[config.mk]
export PLATFORM = sky130hd
export DESIGN_NAME = apdc_top
export DESIGN_NICKNAME = d
export VERILOG_FILES = /design/src/rtl/apdc_pkg.sv /design/src/rtl/apdc_sync3.sv /design/src/rtl/apdc_top.sv
export SDC_FILE = /design/constraint.sdc
export NUM_CORES = 1
export LEC_CHECK = 0
export ABC_AREA = 1
export BUFFER_PORTS_ARGS = -buffer_cell sky130_fd_sc_hd__buf_4
export CAP_MARGIN = 20
export CELL_PAD_IN_SITES_DETAIL_PLACEMENT = 1
export CELL_PAD_IN_SITES_GLOBAL_PLACEMENT = 1
export CORE_ASPECT_RATIO = 0.6
export CORE_MARGIN = 2
export CORE_UTILIZATION = 38
export CTS_CLUSTER_SIZE = 40
export DETAILED_ROUTE_END_ITERATION = 7
export PLACE_DENSITY_LB_ADDON = 0.1
export SLEW_MARGIN = 20
export SYNTH_ARGS = -nofsm -noshare
export SYNTH_HDL_FRONTEND = slang
export SYNTH_SLANG_ARGS = --single-unit
[constraint.sdc]
create_clock -name CLK_SYS -period 3.6 [get_ports CLK_SYS]
set_clock_uncertainty 0.1 [all_clocks]
set_input_delay 0.72 -clock CLK_SYS [delete_from_list [all_inputs] [get_ports CLK_SYS]]
set_output_delay 0.72 -clock CLK_SYS [all_outputs]
set_load 0.02 [all_outputs]
[src/rtl/apdc_pkg.sv]
// package with constants and carrier types for the auto power-down control
package apdc_pkg;

  // ****************************************************
  // idle counter
  // ****************************************************
  localparam int APDC_CNT_W = 4;
  localparam logic [3:0] APDC_IDLE_LIMIT = 4'hF;
  localparam logic [3:0] APDC_CNT_RST = 4'h0;

  // ****************************************************
  // logic standby settle time
  // ****************************************************
  localparam int APDC_CLK_NS = 40;
  localparam int APDC_SETTLE_NS = 70;
  localparam int APDC_SETTLE_CYC_RAW = APDC_SETTLE_NS / APDC_CLK_NS +
    ((APDC_SETTLE_NS % APDC_CLK_NS) != 0 ? 1 : 0);
  localparam int APDC_SETTLE_CYC = APDC_SETTLE_CYC_RAW < 1 ? 1 :
    APDC_SETTLE_CYC_RAW;
  localparam logic [3:0] APDC_SETTLE_CNT = 4'(APDC_SETTLE_CYC);

  // ****************************************************
  // register field positions
  // ****************************************************
  localparam int APDC_R0_FAST_OFF = 3;
  localparam int APDC_R0_CLK_AND = 4;
  localparam int APDC_R0_CLK_MCELL = 5;
  localparam int APDC_R2_ADDR_LO = 0;
  localparam int APDC_R2_CTL0 = 2;
  localparam int APDC_R2_CTL1 = 3;
  localparam int APDC_R2_CTL2 = 4;
  localparam int APDC_R2_STROBE = 5;
  localparam int APDC_R2_WEH = 6;
  localparam logic [7:0] APDC_REG_RST = 8'h00;

  // ****************************************************
  // types
  // ****************************************************
  typedef enum logic [0:0] {
    APDC_RUN = 1'b0,
    APDC_DOWN = 1'b1
  } apdc_state_t;

  typedef struct packed {
    logic [7:0] addr_lo;
    logic ctl0;
    logic ctl1;
    logic ctl2;
    logic strobe;
    logic weh;
    logic clk;
  } apdc_logic_in_t;

  typedef struct packed {
    logic flash_main_en;
    logic flash_sec_en;
    logic sram_en;
    logic io_en;
  } apdc_mem_en_t;

endpackage

[src/rtl/apdc_sync3.sv]
// three flip-flop input synchroniser with agreement check
`timescale 1ns/1ps
module apdc_sync3
  import apdc_pkg::*;
#(
  parameter int W = 1
) (
  input wire logic clk,
  input wire logic rst_b,
  input wire logic [W-1:0] d,
  output logic [W-1:0] q
);

  logic [W-1:0] s1_reg;
  logic [W-1:0] s2_reg;
  logic [W-1:0] s3_reg;
  logic [W-1:0] q_next;

  // a change counts once stages two and three agree
  assign q_next = (s2_reg & s3_reg) | (q & (s2_reg | s3_reg));

  always_ff @(posedge clk or negedge rst_b) begin
    if (!rst_b) begin
      s1_reg <= '0;
      s2_reg <= '0;
      s3_reg <= '0;
      q <= '0;
    end else begin
      s1_reg <= d;
      s2_reg <= s1_reg;
      s3_reg <= s2_reg;
      q <= q_next;
    end
  end

endmodule

[src/rtl/apdc_top.sv]
// automatic power-down control: idle counter, bus blocking, power bits
// Overview of operation
// RL1 - when enabled and strobe idles, a four-bit idle counter runs
// RL2 - fifteen idle clock periods raise the flag and enter power-down
// RL3 - enabling the unit enables power-down entry with no extra enable
// RL4 - strobe pulsing again returns the device to normal operation
// RL5 - chip select low or reset input low also leaves power-down
// RL6 - power-down blocks address and data bus from memories and logic arrays
// RL7 - blocking the clock from the logic still feeds the idle counter
// RL8 - power-down puts memories in standby; logic and I/O stay active
// RL9 - power-down tri-states data and peripheral I/O pins, address outputs undefined
// RL10 - power-down leaves logic behaviour alone; only fast-mode bit matters
// RL11 - control register zero bit 3 high means low power, low means fast
// RL12 - with fast mode off, logic idles after 70ns of stable inputs
// RL13 - chip select low enables memories and I/O; high disables memories
// RL14 - register zero bits 4 and 5 cut clock from array and macrocells
// RL15 - register two bits 0,2..6 cut address low byte and controls from array
// RL16 - counter stops when disabled or pulsing; counts at configured polarity
// RL17 - software should block clock and unused controls to save power
// RL18 - fast-mode bit resets to fast mode on
// RL19 - strobe activity clears the counter and the power-down flag together
`timescale 1ns/1ps
module apdc_top
  import apdc_pkg::*;
(
  input wire logic CLK_SYS,
  input wire logic RST_B,
  input wire logic ADDRESS_STROBE_PIN,
  input wire logic IDLE_COUNT_CLOCK_PIN,
  input wire logic SELECT_PORT_PIN_B,
  input wire logic RESET_PIN_B,
  input wire logic APD_ENABLE,
  input wire logic STROBE_POLARITY,
  input wire logic [7:0] POWER_CTRL_REG_ZERO,
  input wire logic [7:0] POWER_CTRL_REG_TWO,
  input wire logic REG_WRITE,
  input wire logic [15:0] BUS_ADDR_IN,
  input wire logic [15:0] BUS_DATA_IN,
  input wire logic BUS_CTL0_IN,
  input wire logic BUS_CTL1_IN,
  input wire logic BUS_CTL2_IN,
  input wire logic BUS_WEH_IN,
  output logic POWER_DOWN_FLAG,
  output logic [15:0] MEM_ADDR,
  output logic [15:0] MEM_DATA,
  output apdc_mem_en_t MEM_EN,
  output logic MEM_STANDBY,
  output logic [15:0] LOGIC_ADDR,
  output logic [15:0] LOGIC_DATA,
  output apdc_logic_in_t LOGIC_IN,
  output logic MCELL_CLK,
  output logic LOGIC_FAST,
  output logic LOGIC_STANDBY,
  output logic DATA_PORT_OE,
  output logic PERIPH_IO_OE,
  output logic ADDR_OUT_VALID,
  output logic [7:0] CTRL_ZERO_Q,
  output logic [7:0] CTRL_TWO_Q
);

  // ****************************************************
  // pin synchronisers
  // ****************************************************
  logic [4:0] pins_raw;
  logic [4:0] pins_s;
  logic strobe_s;
  logic cnt_clk_s;
  logic sel_b_s;
  logic rst_pin_b_s;
  logic weh_s;

  // active-low pins enter inverted so the reset state reads as inactive
  assign pins_raw = {BUS_WEH_IN, ~RESET_PIN_B, ~SELECT_PORT_PIN_B,
    IDLE_COUNT_CLOCK_PIN, ADDRESS_STROBE_PIN};

  apdc_sync3 #(
    .W(5)
  ) i_apdc_sync3 (
    .clk(CLK_SYS),
    .rst_b(RST_B),
    .d(pins_raw),
    .q(pins_s)
  );

  assign strobe_s = pins_s[0];
  assign cnt_clk_s = pins_s[1];
  assign sel_b_s = ~pins_s[2];
  assign rst_pin_b_s = ~pins_s[3];
  assign weh_s = pins_s[4];

  // ****************************************************
  // control registers
  // ****************************************************
  logic [7:0] ctrl0_reg;
  logic [7:0] ctrl2_reg;
  logic [7:0] ctrl0_next;
  logic [7:0] ctrl2_next;

  assign ctrl0_next = REG_WRITE ? POWER_CTRL_REG_ZERO : ctrl0_reg;
  assign ctrl2_next = REG_WRITE ? POWER_CTRL_REG_TWO : ctrl2_reg;

  // RL18 fast mode default
  always_ff @(posedge CLK_SYS or negedge RST_B) begin
    if (!RST_B) begin
      ctrl0_reg <= APDC_REG_RST;
      ctrl2_reg <= APDC_REG_RST;
    end else begin
      ctrl0_reg <= ctrl0_next;
      ctrl2_reg <= ctrl2_next;
    end
  end

  // ****************************************************
  // edge detection on the synchronised pins
  // ****************************************************
  logic strobe_d_reg;
  logic cnt_clk_d_reg;
  logic strobe_edge;
  logic cnt_clk_rise;

  always_ff @(posedge CLK_SYS or negedge RST_B) begin
    if (!RST_B) begin
      strobe_d_reg <= 1'b0;
      cnt_clk_d_reg <= 1'b0;
    end else begin
      strobe_d_reg <= strobe_s;
      cnt_clk_d_reg <= cnt_clk_s;
    end
  end

  assign strobe_edge = strobe_s ^ strobe_d_reg;
  assign cnt_clk_rise = cnt_clk_s & ~cnt_clk_d_reg;

  // ****************************************************
  // idle counter and power-down state
  // ****************************************************
  logic [3:0] idle_cnt_reg;
  logic [3:0] idle_cnt_next;
  apdc_state_t state_reg;
  apdc_state_t state_next;
  logic strobe_idle;
  logic wake;
  logic count_en;
  logic idle_done;

  // RL16 counts only at polarity level
  assign strobe_idle = APD_ENABLE & (strobe_s == STROBE_POLARITY);
  // RL7 counter sees the clock pin regardless of bits 4 and 5
  // RL1 count on idle clock periods
  assign count_en = strobe_idle & ~strobe_edge & cnt_clk_rise &
    (idle_cnt_reg != APDC_IDLE_LIMIT);
  // RL2 fifteen periods reached
  // RL3 no separate entry enable
  assign idle_done = strobe_idle & (idle_cnt_reg == APDC_IDLE_LIMIT);
  // RL4 strobe activity wakes
  // RL5 select low or reset pin low wakes
  assign wake = strobe_edge | ~sel_b_s | ~rst_pin_b_s | ~APD_ENABLE;

  // RL19 activity clears counter
  // RL16 stopped when disabled or pulsing
  assign idle_cnt_next = (strobe_edge | ~strobe_idle) ? APDC_CNT_RST :
    count_en ? idle_cnt_reg + 4'h1 : idle_cnt_reg;

  always_comb begin
    state_next = state_reg;
    unique case (state_reg)
      APDC_RUN: begin
        if (idle_done && !wake) begin
          state_next = APDC_DOWN;
        end
      end
      APDC_DOWN: begin
        // RL19 flag clears on any wake; the counter clears with it only on strobe activity or disable
        if (wake) begin
          state_next = APDC_RUN;
        end
      end
    endcase
  end

  always_ff @(posedge CLK_SYS or negedge RST_B) begin
    if (!RST_B) begin
      idle_cnt_reg <= APDC_CNT_RST;
      state_reg <= APDC_RUN;
    end else begin
      idle_cnt_reg <= idle_cnt_next;
      state_reg <= state_next;
    end
  end

  logic pd_next;
  assign pd_next = (state_next == APDC_DOWN);

  // ****************************************************
  // logic standby timer when fast mode is off
  // ****************************************************
  logic [3:0] settle_cnt_reg;
  logic [3:0] settle_cnt_next;
  logic logic_in_change;
  logic fast_off;
  apdc_logic_in_t logic_in_next;

  // RL11 bit 3 selects low power
  // RL10 only the fast-mode bit shapes logic power
  assign fast_off = ctrl0_reg[APDC_R0_FAST_OFF];

  // RL15 blocking bits for array inputs
  // RL6 power-down blocks the bus from the array too
  assign logic_in_next.addr_lo = (ctrl2_reg[APDC_R2_ADDR_LO] | pd_next) ?
    LOGIC_IN.addr_lo : BUS_ADDR_IN[7:0];
  assign logic_in_next.ctl0 = ctrl2_reg[APDC_R2_CTL0] ?
    LOGIC_IN.ctl0 : BUS_CTL0_IN;
  assign logic_in_next.ctl1 = ctrl2_reg[APDC_R2_CTL1] ?
    LOGIC_IN.ctl1 : BUS_CTL1_IN;
  assign logic_in_next.ctl2 = ctrl2_reg[APDC_R2_CTL2] ?
    LOGIC_IN.ctl2 : BUS_CTL2_IN;
  assign logic_in_next.strobe = ctrl2_reg[APDC_R2_STROBE] ?
    LOGIC_IN.strobe : strobe_s;
  assign logic_in_next.weh = ctrl2_reg[APDC_R2_WEH] ?
    LOGIC_IN.weh : weh_s;
  // RL14 clock cut from array and macrocells
  assign logic_in_next.clk = ctrl0_reg[APDC_R0_CLK_AND] ?
    1'b0 : cnt_clk_s;

  assign logic_in_change = (logic_in_next != LOGIC_IN);

  // RL12 standby after 70ns stable inputs
  assign settle_cnt_next = (logic_in_change | ~fast_off) ? APDC_CNT_RST :
    (settle_cnt_reg == APDC_SETTLE_CNT) ? settle_cnt_reg :
    settle_cnt_reg + 4'h1;

  always_ff @(posedge CLK_SYS or negedge RST_B) begin
    if (!RST_B) begin
      settle_cnt_reg <= APDC_CNT_RST;
    end else begin
      settle_cnt_reg <= settle_cnt_next;
    end
  end

  // ****************************************************
  // memory and port gating
  // ****************************************************
  logic mem_sel;
  apdc_mem_en_t mem_en_next;

  // RL13 select gates memories, not I/O
  assign mem_sel = ~sel_b_s & ~pd_next;
  // RL8 memories standby, I/O stays active
  assign mem_en_next.flash_main_en = mem_sel;
  assign mem_en_next.flash_sec_en = mem_sel;
  assign mem_en_next.sram_en = mem_sel;
  assign mem_en_next.io_en = 1'b1;

  always_ff @(posedge CLK_SYS or negedge RST_B) begin
    if (!RST_B) begin
      POWER_DOWN_FLAG <= 1'b0;
      MEM_ADDR <= 16'h0000;
      MEM_DATA <= 16'h0000;
      MEM_EN <= '0;
      MEM_STANDBY <= 1'b1;
      LOGIC_ADDR <= 16'h0000;
      LOGIC_DATA <= 16'h0000;
      LOGIC_IN <= '0;
      MCELL_CLK <= 1'b0;
      LOGIC_FAST <= 1'b1;
      LOGIC_STANDBY <= 1'b0;
      DATA_PORT_OE <= 1'b0;
      PERIPH_IO_OE <= 1'b0;
      ADDR_OUT_VALID <= 1'b0;
      CTRL_ZERO_Q <= APDC_REG_RST;
      CTRL_TWO_Q <= APDC_REG_RST;
    end else begin
      // RL2 flag follows power-down state
      POWER_DOWN_FLAG <= pd_next;
      // RL6 bus held off memories and arrays
      if (!pd_next) begin
        MEM_ADDR <= BUS_ADDR_IN;
        MEM_DATA <= BUS_DATA_IN;
        LOGIC_ADDR <= BUS_ADDR_IN;
        LOGIC_DATA <= BUS_DATA_IN;
      end
      MEM_EN <= mem_en_next;
      MEM_STANDBY <= ~mem_sel;
      LOGIC_IN <= logic_in_next;
      // RL14 macrocell clock gate
      MCELL_CLK <= ctrl0_reg[APDC_R0_CLK_MCELL] ? 1'b0 : cnt_clk_s;
      LOGIC_FAST <= ~fast_off;
      LOGIC_STANDBY <= fast_off & (settle_cnt_next == APDC_SETTLE_CNT);
      // RL9 data and peripheral ports tri-state, address out undefined
      DATA_PORT_OE <= ~pd_next & ~sel_b_s;
      PERIPH_IO_OE <= ~pd_next & ~sel_b_s;
      ADDR_OUT_VALID <= ~pd_next;
      CTRL_ZERO_Q <= ctrl0_next;
      CTRL_TWO_Q <= ctrl2_next;
    end
  end

endmodule

==> results of run 1 <==
==> synthesized netlist by cell type <==
master and instances:
a21oi_1 2, buf_1 2, buf_2 3, buf_4 36
buf_6 1, clkbuf_1 7, clkinv_1 2, conb_1 1
dfrtp_1 98, dfstp_2 2, ha_1 3, inv_1 47
maj3_1 5, mux2_2 10, nand2_1 115, nand2_2 1
nand3_1 14, nand4_1 17, nor2_1 21, nor2_2 3
nor3_1 5, o211ai_2 1, o21ai_0 32, or2_1 1
or2_2 1, xnor2_1 2, xor2_1 3
==> how the worst max path moves through the flow <==
stage                                from  depth (start not counted)       endpoint  slack [ps]
final                     idle_cnt_reg[0]                          9    LOGIC_IN[9]        1210
after global routing      idle_cnt_reg[0]                          9   LOGIC_IN[12]         980
after detailed placement  STROBE_POLARITY                          9    LOGIC_IN[9]        1020
after floorplan           STROBE_POLARITY                         14  LOGIC_STANDBY        1610
after CTS                 idle_cnt_reg[0]                          9    LOGIC_IN[9]        1200
after global placement    STROBE_POLARITY                          9   LOGIC_IN[10]        1140
==> power groups by stage <==
| stage | Combinational (W) | Sequential [W] | Clock, W |
|---|---|---|---|
| detailed placement | 0.000474 | 0.00129 | 0 |
| CTS | 0.000476 | 0.00127 | 0.00127 |
| global placement | 0.000464 | 0.00129 | 0 |
| global route | 0.000507 | 0.00128 | 0.00131 |
| floorplan | 0.000179 | 0.00135 | 0 |
| finish | 0.000467 | 0.00127 | 0.00124 |
==> layer usage <==
metal / track usage, % / wire, µm / vias to the layer above
met5: 0 / 0 / -
met4: 4.818 / 66 / 0
met3: 5.305 / 586 / 6
met2: 30.64 / 5248 / 97
met1: 25.35 / 4946 / 1622
li1: - / - / 1591
==> cell families (layout without fill, tap and decap cells) <==
| kind of cell | after synthesis | count (layout) | share of synthesized area (%) |
|---|---|---|---|
| other cells | 1 | 1 | 0.08931 |
| buf+inv | 98 | 235 | 12.25 |
| compound gates | 35 | 35 | 4.350 |
| fa+ha+maj | 8 | 8 | 2.086 |
| mux | 10 | 10 | 2.682 |
| flops | 100 | 100 | 59.65 |
| simple gates | 178 | 178 | 17.85 |
| xor+xnor | 5 | 5 | 1.043 |
==> per-stage QoR <==
step | utilization, % | worst slack, ps | total power [W] | hold WS, ps | std cells
finish | 53.50 | 1210 | 0.002974 | 248.1 | 711
global route | 53.50 | 977.7 | 0.003103 | 256.9 | 711
CTS | 53.50 | 1201 | 0.003016 | 251.4 | 711
detailed placement | 49.86 | 1018 | 0.001766 | 235.6 | 695
global placement | 49.86 | 1136 | 0.001749 | 231.8 | 695
floorplan | - | 1612 | 0.001533 | 231.2 | 435
==> cells in the final DEF (no fill, tap or decap), types with 3 or more instances in the layout <==
master,instances
o21ai_0,32
maj3_1,5
nand2_1,115
nand4_1,17
nand3_1,14
buf_4,170
nor2_2,3
mux2_2,10
nor3_1,5
bufinv_16,5
ha_1,3
inv_1,47
clkbuf_16,9
xor2_1,3
dfrtp_1,98
nor2_1,21
==> cell type report <==
type                       instances  area, µm²  share of cell area [%]
sequential                       100       2505                   43.89
timing repair buffer             170       1276                   22.36
multi-input combinational        237       1180                   20.68
clock buffer                      10      229.0                   4.012
inverter                          49      183.9                   3.223
tap                              139      173.9                   3.048
clock inverter                     6      158.9                   2.784
==> summary.txt, run 1 <==
Req. time, crit path: 3700 ps
largest net degree at the start of global routing: 71
crit path cell chain: ha_1, nand2_1, nor2_1, nand3_1, nand2_1, nand2_2, clkinv_1, nor2_2, o21ai_0
Synth Register Bits: 100
fin. max-slew vios: 0
crit-path max FO: 19
site row count: 29
crit-path max cell delay: 570 ps
Die Y: 85.43 µm
Iteration-0 DRC Markers: 117
Initial Utilization: 39.36%
number of max-cap violations: 0
switching pwr: 0.0007435 W
combinational share of power: 15.7%
final antenna diode count: 0
Critical Path Most Common Cell: nand2_1
cell family with most CP delay: simple AND/OR/NAND/NOR gates
CP Capture Type: flip-flop
largest cells by area after synthesis: dfrtp_1 58%, nand2_1 10%, buf_4 6.4%
slowest CP cell: nor2_2
DRC: 0
GPL Wtd Cong: 0.7515
first-pass GRT wire length: 17820 µm
Final Cycle Share: 66.38%
Slew HR: 42.01%
Fmax: 418.5 MHz
Power Internal: 0.002231 W
synth unique cells: 27
Finished Cell Area: 0.005707 mm²
Hold EP: i_apdc_sync3.s2_reg[2]
Core Area: 0.01067 mm²
Reg-to-Reg End: LOGIC_IN[9]
CTS Root Cell: clkbuf_16
area of the die: 0.01193 mm²
fillcell total: 1248
area leader, netlist: dfrtp_1
final-report setup violation count: 0
cells after synthesis: 435
vias per cell: 4.664
Buffers & Inverters on Critical Path: 1
r2r setup slk: 1210 ps
setup TNS: 0 ps
CP Launch Type: flip-flop
Wirelength per Cell: 15.26 µm
# nets final: 631
largest registers: MEM_ADDR: 16 flops, MEM_DATA: 16 flops, LOGIC_IN: 14 flops
Hold Path Stages: 0
DR pass1 iterations: 4
post-synthesis sequential area ratio: 59.65%
Data arrival, critical path: 2480 ps
Leak: 2.960 nW
PostCTS Resize Cnt: 0
Routed Antenna Nets: 0
clk_lat worst skew: 340 ps
syn nets: 499
Post-DP Area: 0.005319 mm²
Slew @ Worst Pin: 869.9 ps
Clk pwr share: 41.6%
Layout area overhead: 35.91%
WL final: 10850 µm
Synth top area share: 58.40%
power density over the cells: 521.2 mW/mm²
clk sinks: 100
CTS max path bufs: 2
IO Port Bufs: 166
RR Startpoint: idle_cnt_reg[0]
status: finished clean
Hold Path Origin: i_apdc_sync3.s1_reg[2]
detailed placement HPWL: 8128 µm
VDD IR max: 0.0002545 V
critical path type: flip-flop to flip-flop
TritonCTS Buffers: 9
worst-case reg-to-reg path depth: 9
sequential share of power: 42.7%
clk slew on worst S/H paths: 70 ps
synth warn: 0
TritonCTS clock tree: built
CTS H-tree lvls: 3
via count: 3316
Final Critical Period: 2390 ps
vias in the first global route: 3613
post-CTS setup buffers: 0
fraction of layout cells with a size suffix above 1: 35.49%
GRT Util Overall: 18.90%
Hold Crit Class: flip-flop to flip-flop
cell area after synthesis: 0.004199 mm²
Top Ports: 167
Hold Vio Cnt, Final: 0
RSZ-0062 raised after global routing: no
grt total ovfl: 0
antenna violations before repair: 0
Hold-fix buffers, CTS: 0
syn avg cell area: 9.653 µm²
Net Sw Frac: 25.00%
Die W: 139.7 µm
No activity file was read; power rests on OpenSTA's default activity.
==> run 2, diff against run 1 <==
Settings changed: ABC_AREA 1 to 0, CORE_UTILIZATION 38 to 34.
Clock period 3.6 ns to 1.9 ns, I/O delays scaled along.
==> summary.txt, run 2 <==
register area: 0.002505 mm²
CP Launch Type: flip-flop
post-synthesis async set-or-reset flop share: 100.0%
crit-path max cell delay: 380 ps
Slew @ Worst Pin: 496.2 ps
first-pass GRT wire length: 14800 µm
Leak: 2.741 nW
DRC: 0
sequential share of power: 46.2%
CTS Root Cell: clkbuf_16
Core Area: 0.01206 mm²
Hold Path Origin: ADDRESS_STROBE_PIN
CP Capture Type: flip-flop
CTS H-tree lvls: 3
Fmax: 526.6 MHz
GPL Wtd Cong: 0.7276
largest net degree at the start of global routing: 34
CTS max path bufs: 2
combinational share of power: 18.1%
total power: 0.005241 W
top_reg_cell synth: dfrtp_1
Critical Path Stages: 6
site row count: 31
cell family with most CP delay: compound AO/OA/AOI/OAI gates
crit path cell chain: ha_2, nand3_2, nor2_2, o2111a_2, buf_12, mux2_2
via count: 2616
Post-synth EDFFs: 0
VDD IR max: 0.0003912 V
Top Ports: 167
Hold Path Stages: 1
critical path type: flip-flop to flip-flop
vias in the first global route: 2783
Synth Register Bits: 100
most frequent cells in the layout: 175 x buf_4, 98 x dfrtp_1, 31 x mux2_4
r2r setup slk: 1 ps
Data arrival, critical path: 2030 ps
Initial Utilization: 34.87%
synth warn: 0
Die W: 147.6 µm
setup TNS: 0 ps
commonest non-fill, non-tap cell in the layout: buf_4
clk slew on worst S/H paths: 70 ps
clk_lat worst skew: 340 ps
Buffers & Inverters on Critical Path: 1
switching pwr: 0.001418 W
syn avg cell area: 14.76 µm²
fraction of layout cells with a size suffix above 1: 60.18%
IO Port Bufs: 166
GRT Util Overall: 14.32%
DR pass1 iterations: 3
largest cells by area after synthesis: dfrtp_1 58%, mux2_4 10%, mux2_2 8.6%
RR Startpoint: idle_cnt_reg[1]
Wirelength per Cell: 15.41 µm
power density over the cells: 905.1 mW/mm²
Hold Vio Cnt, Final: 0
Die Y: 90.16 µm
Post-synth top cells: 98 x dfrtp_1, 36 x buf_4, 32 x mux2_2, 28 x mux2_4, 12 x xor2_1
Slew HR: 66.57%
TritonCTS Buffers: 9
Net Sw Frac: 27.05%
slowest CP cell: o2111a_2
Iteration-0 DRC Markers: 66
Hold Crit Class: input port to flip-flop
cells after synthesis: 285
status: finished clean
Synth top area share: 58.30%
Req. time, crit path: 2030 ps
Final Critical Period: 1899 ps
number of max-cap violations: 0
largest registers: MEM_ADDR: 16 flops, MEM_DATA: 16 flops, LOGIC_IN: 14 flops
area leader, netlist: dfrtp_1
final-report setup violation count: 0
worst-case reg-to-reg path depth: 6
post-synthesis sequential area ratio: 59.55%
final antenna diode count: 0
Layout area overhead: 37.66%
area of the die: 0.01331 mm²
fillcell total: 1266
grt total ovfl: 0
Multi-input gate area: 0.001335 mm²
antenna violations before repair: 0
Hold EP: i_apdc_sync3.s1_reg[0]
vias per cell: 4.346
Power Internal: 0.003823 W
detailed placement HPWL: 6976 µm
fin util: 48.00%
TritonCTS clock tree: built
Routed Antenna Nets: 0
WL final: 9279 µm
crit-path max FO: 16
fin. max-slew vios: 0
synth unique cells: 32
Final Cycle Share: 99.95%
top-count cell post-synth: dfrtp_1
clk sinks: 100
Reg-to-Reg End: MEM_DATA[9]
syn nets: 349
cell area after synthesis: 0.004207 mm²
Clk pwr share: 35.7%
# nets final: 496
RSZ-0062 raised after global routing: yes
==> run 2: cell families after synthesis <==
| logic type | share of synthesized area, % |
|---|---|
| multiplexers | 18.80 |
| buffers and inverters | 9.250 |
| AO/OA/AOI/OAI | 1.368 |
| AND/OR/NAND/NOR | 4.492 |
| XOR/XNOR | 4.372 |
| other | 0.08915 |
| flip-flops | 59.55 |
| adder cells (fa/ha/maj) | 2.082 |
==> run 2: power by group through the flow <==
stage	Combinational (W)	Clock (W)	Sequential (W)
4_1_cts	0.000966	0.00195	0.00242
6_report	0.000950	0.00187	0.00242
5_1_grt	0.00101	0.00203	0.00245
3_5_place_dp	0.000964	0	0.00246
3_3_place_gp	0.000952	0	0.00245
2_1_floorplan	0.000374	0	0.00259
==> run 2: worst max-delay path by stage <==
| stage | slack [ps] | to | from |
|---|---|---|---|
| finish | 1 | MEM_DATA[9] | idle_cnt_reg[1] |
| global placement | -20 | MEM_ADDR[11] | STROBE_POLARITY |
| floorplan | 100 | LOGIC_IN[10] | idle_cnt_reg[0] |
| detailed placement | -50 | MEM_ADDR[6] | idle_cnt_reg[1] |
| global route | -60 | MEM_DATA[9] | idle_cnt_reg[0] |
| CTS | -30 | MEM_DATA[11] | idle_cnt_reg[1] |
==> run 2: repair_timing <==
action,4_1_cts,5_1_grt
endpoints found under the hold margin,17,0
hold buffers,1,0
setup buffers,0,1
endpoints found under the setup margin,19,45
resized for setup,2,7
cloned,0,0
==> run 2: through the flow <==
stage          hold slack, ps  std cells  setup slack [ps]  area, µm²
2_1_floorplan          -15.59        285             104.4       4207
3_3_place_gp            184.2        584            -17.50       5433
3_5_place_dp            190.0        584            -45.09       5433
4_1_cts                 23.71        601            -26.18       5758
5_1_grt                 18.40        602            -59.10       5791
6_report                42.71        602             1.017       5791
==> run 2: layer usage <==
| metal | wire (µm) | part of all wire (%) | GRT usage [%] |
|---|---|---|---|
| met3 | 716 | 7.7 | 5.635 |
| met1 | 4303 | 46 | 19.34 |
| met2 | 4169 | 45 | 21.47 |
| met4 | 89 | 0.96 | 3.846 |
| met5 | 0 | 0 | 0 |
==> run 2: final cells by class <==
class                      instances  area share [%]
clock buffer                      10           3.954
sequential                       100           43.26
multi-input combinational        133           23.06
timing repair buffer             181           24.35
clock inverter                     6           1.361
tap                              165           3.565
inverter                           7          0.4538
==> run 3, diff against run 2 <==
Settings changed: ABC_AREA 0 to 1, CORE_UTILIZATION 34 to 32.
==> summary.txt, run 3 (synthesized netlist as in run 1, its figures left out) <==
fillcell total: 1475
switching pwr: 0.001543 W
Leak: 3.105 nW
post-route setup slack: -111.9 ps
final non-filler cell total: 767
fin. max-slew vios: 0
DR pass1 iterations: 4
grt total ovfl: 0
crit-path max cell delay: 360 ps
Core Area: 0.01281 mm²
Iteration-0 DRC Markers: 103
area of the die: 0.01408 mm²
crit-path max FO: 5
number of max-cap violations: 0
vias in the first global route: 3565
total power: 0.005187 W
antenna violations before repair: 0
Net Sw Frac: 29.75%
Slew @ Worst Pin: 495.0 ps
commonest non-fill, non-tap cell in the layout: buf_4
CP Capture Type: flip-flop
Routed Antenna Nets: 0
clk_lat worst skew: 350 ps
Final Cycle Share: 105.9%
placed cell count: 739
Hold Vio Cnt, Final: 0
VDD IR max: 0.0004295 V
clk sinks: 100
Req. time, crit path: 2040 ps
failing checks: negative setup slack
Final Critical Period: 2012 ps
Wirelength per Cell: 15.14 µm
power density over the cells: 861.9 mW/mm²
final antenna diode count: 0
slowest CP cell: dfrtp_1
Critical Path Most Common Cell: nand2_1
crit path cell chain: ha_2, nand2_2, nor2_2, nand3_1, nand2_2, nand2_4, buf_12, nand4_1, nand2_1, nor2_1, nand2_1, nor2_4, nand3_2, nand2_1, nor2_1
largest registers: MEM_ADDR: 16 flops, MEM_DATA: 16 flops, LOGIC_IN: 14 flops
Clk pwr share: 35.1%
Slew HR: 66.80%
fin util: 46.97%
clk slew on worst S/H paths: 80 ps
Hold Crit Class: input port to flip-flop
detailed placement HPWL: 8417 µm
RSZ-0062 raised after global routing: yes
largest net degree at the start of global routing: 30
combinational share of power: 18.7%
status: complete, but fails checks
vias per cell: 4.481
Place WS: -112.0 ps
via count: 3437
DRC: 0
setup TNS: -657.8 ps
TritonCTS clock tree: built
Buffers & Inverters on Critical Path: 1
CP Launch Type: flip-flop
CTS Root Cell: clkbuf_16
CTS H-tree lvls: 3
# nets final: 656
Layout area overhead: 43.33%
WL final: 11610 µm
critical path type: flip-flop to flip-flop
TritonCTS Buffers: 9
GRT Util Overall: 16.32%
final-report setup violation count: 23
Die Y: 92.73 µm
IO Port Bufs: 166
sequential share of power: 46.2%
Initial Utilization: 32.77%
CTS max path bufs: 2
Die W: 151.9 µm
cell family with most CP delay: simple AND/OR/NAND/NOR gates
GPL Wtd Cong: 0.7707
Power Internal: 0.003644 W
Data arrival, critical path: 2150 ps
Top Ports: 167
site row count: 32
first-pass GRT wire length: 18420 µm
Fmax: 497.0 MHz
most frequent cells in the layout: 185 x buf_4, 111 x nand2_1, 97 x dfrtp_1
fraction of layout cells with a size suffix above 1: 40.70%
## run 3: cell types whose count changed in the layout (fill, tap and decap cells not counted), moves of 10 or more
cell	previous run	this run
nand2_1	4	111
nand3_1	2	13
nor2_1	6	16
buf_4	175	185
inv_1	7	47
mux2_4	31	0
mux2_2	29	10
o21ai_0	2	29
nand4_1	1	17
## run 3: through the flow
step,area [µm²],hold slack (ps)
floorplan,4199,-15.59
global placement,5518,219.8
detailed placement,5518,230.0
CTS,5848,21.44
global route,6018,16.10
finish,6018,34.95
## run 3: worst paths after layout
kind | depth (start not counted) | slack [ps] | end | from
min | 1 | 30 | i_apdc_sync3.s1_reg[0] | ADDRESS_STROBE_PIN
min in group asynchronous | 2 | 390 | ctrl0_reg[1] | RST_B
max | 15 | -110 | LOGIC_STANDBY | idle_cnt_reg[1]
max reg2reg | 15 | -110 | LOGIC_STANDBY | idle_cnt_reg[1]
max in group asynchronous | 3 | 720 | LOGIC_FAST | RST_B
min reg2reg | 0 | 250 | i_apdc_sync3.s2_reg[2] | i_apdc_sync3.s1_reg[2]
## run 3: layout make-up
type                    instances  area [µm²]  area share (%)
flip-flops and latches        100        2506           41.64
clock buffers                   9       225.2           3.742
repair buffers                195        1585           26.34
multi-input cells             237        1236           20.54
clock inverters                 7       65.06           1.081
inverters                      49       187.7           3.119
well taps                     170       212.7           3.534
## run 3: power groups by stage
stage          logic (W)  registers [W]  clock network, W
3_5_place_dp    0.000949        0.00244                 0
3_3_place_gp    0.000934        0.00243                 0
5_1_grt          0.00105        0.00242           0.00196
6_report        0.000971        0.00240           0.00182
2_1_floorplan   0.000340        0.00256                 0
4_1_cts         0.000965        0.00240           0.00189
## run 3: routing by layer
layer | share of wire [%] | GRT usage [%] | vias up
met5 | 0 | 0 | -
met4 | 1.1 | 4.050 | 0
met3 | 4.7 | 4.539 | 11
met2 | 46 | 25.49 | 88
met1 | 48 | 22.55 | 1693
li1 | - | - | 1645
## run 3: timing repair
action | in CTS | in global routing
buffers inserted | 2 | 6
setup endpoints to repair | 7 | 44
gates resized for setup | 4 | 18
cloned | 0 | 3
hold buffers | 1 | 0
pin swaps | 1 | 2
hold endpoints to repair | 21 | 0
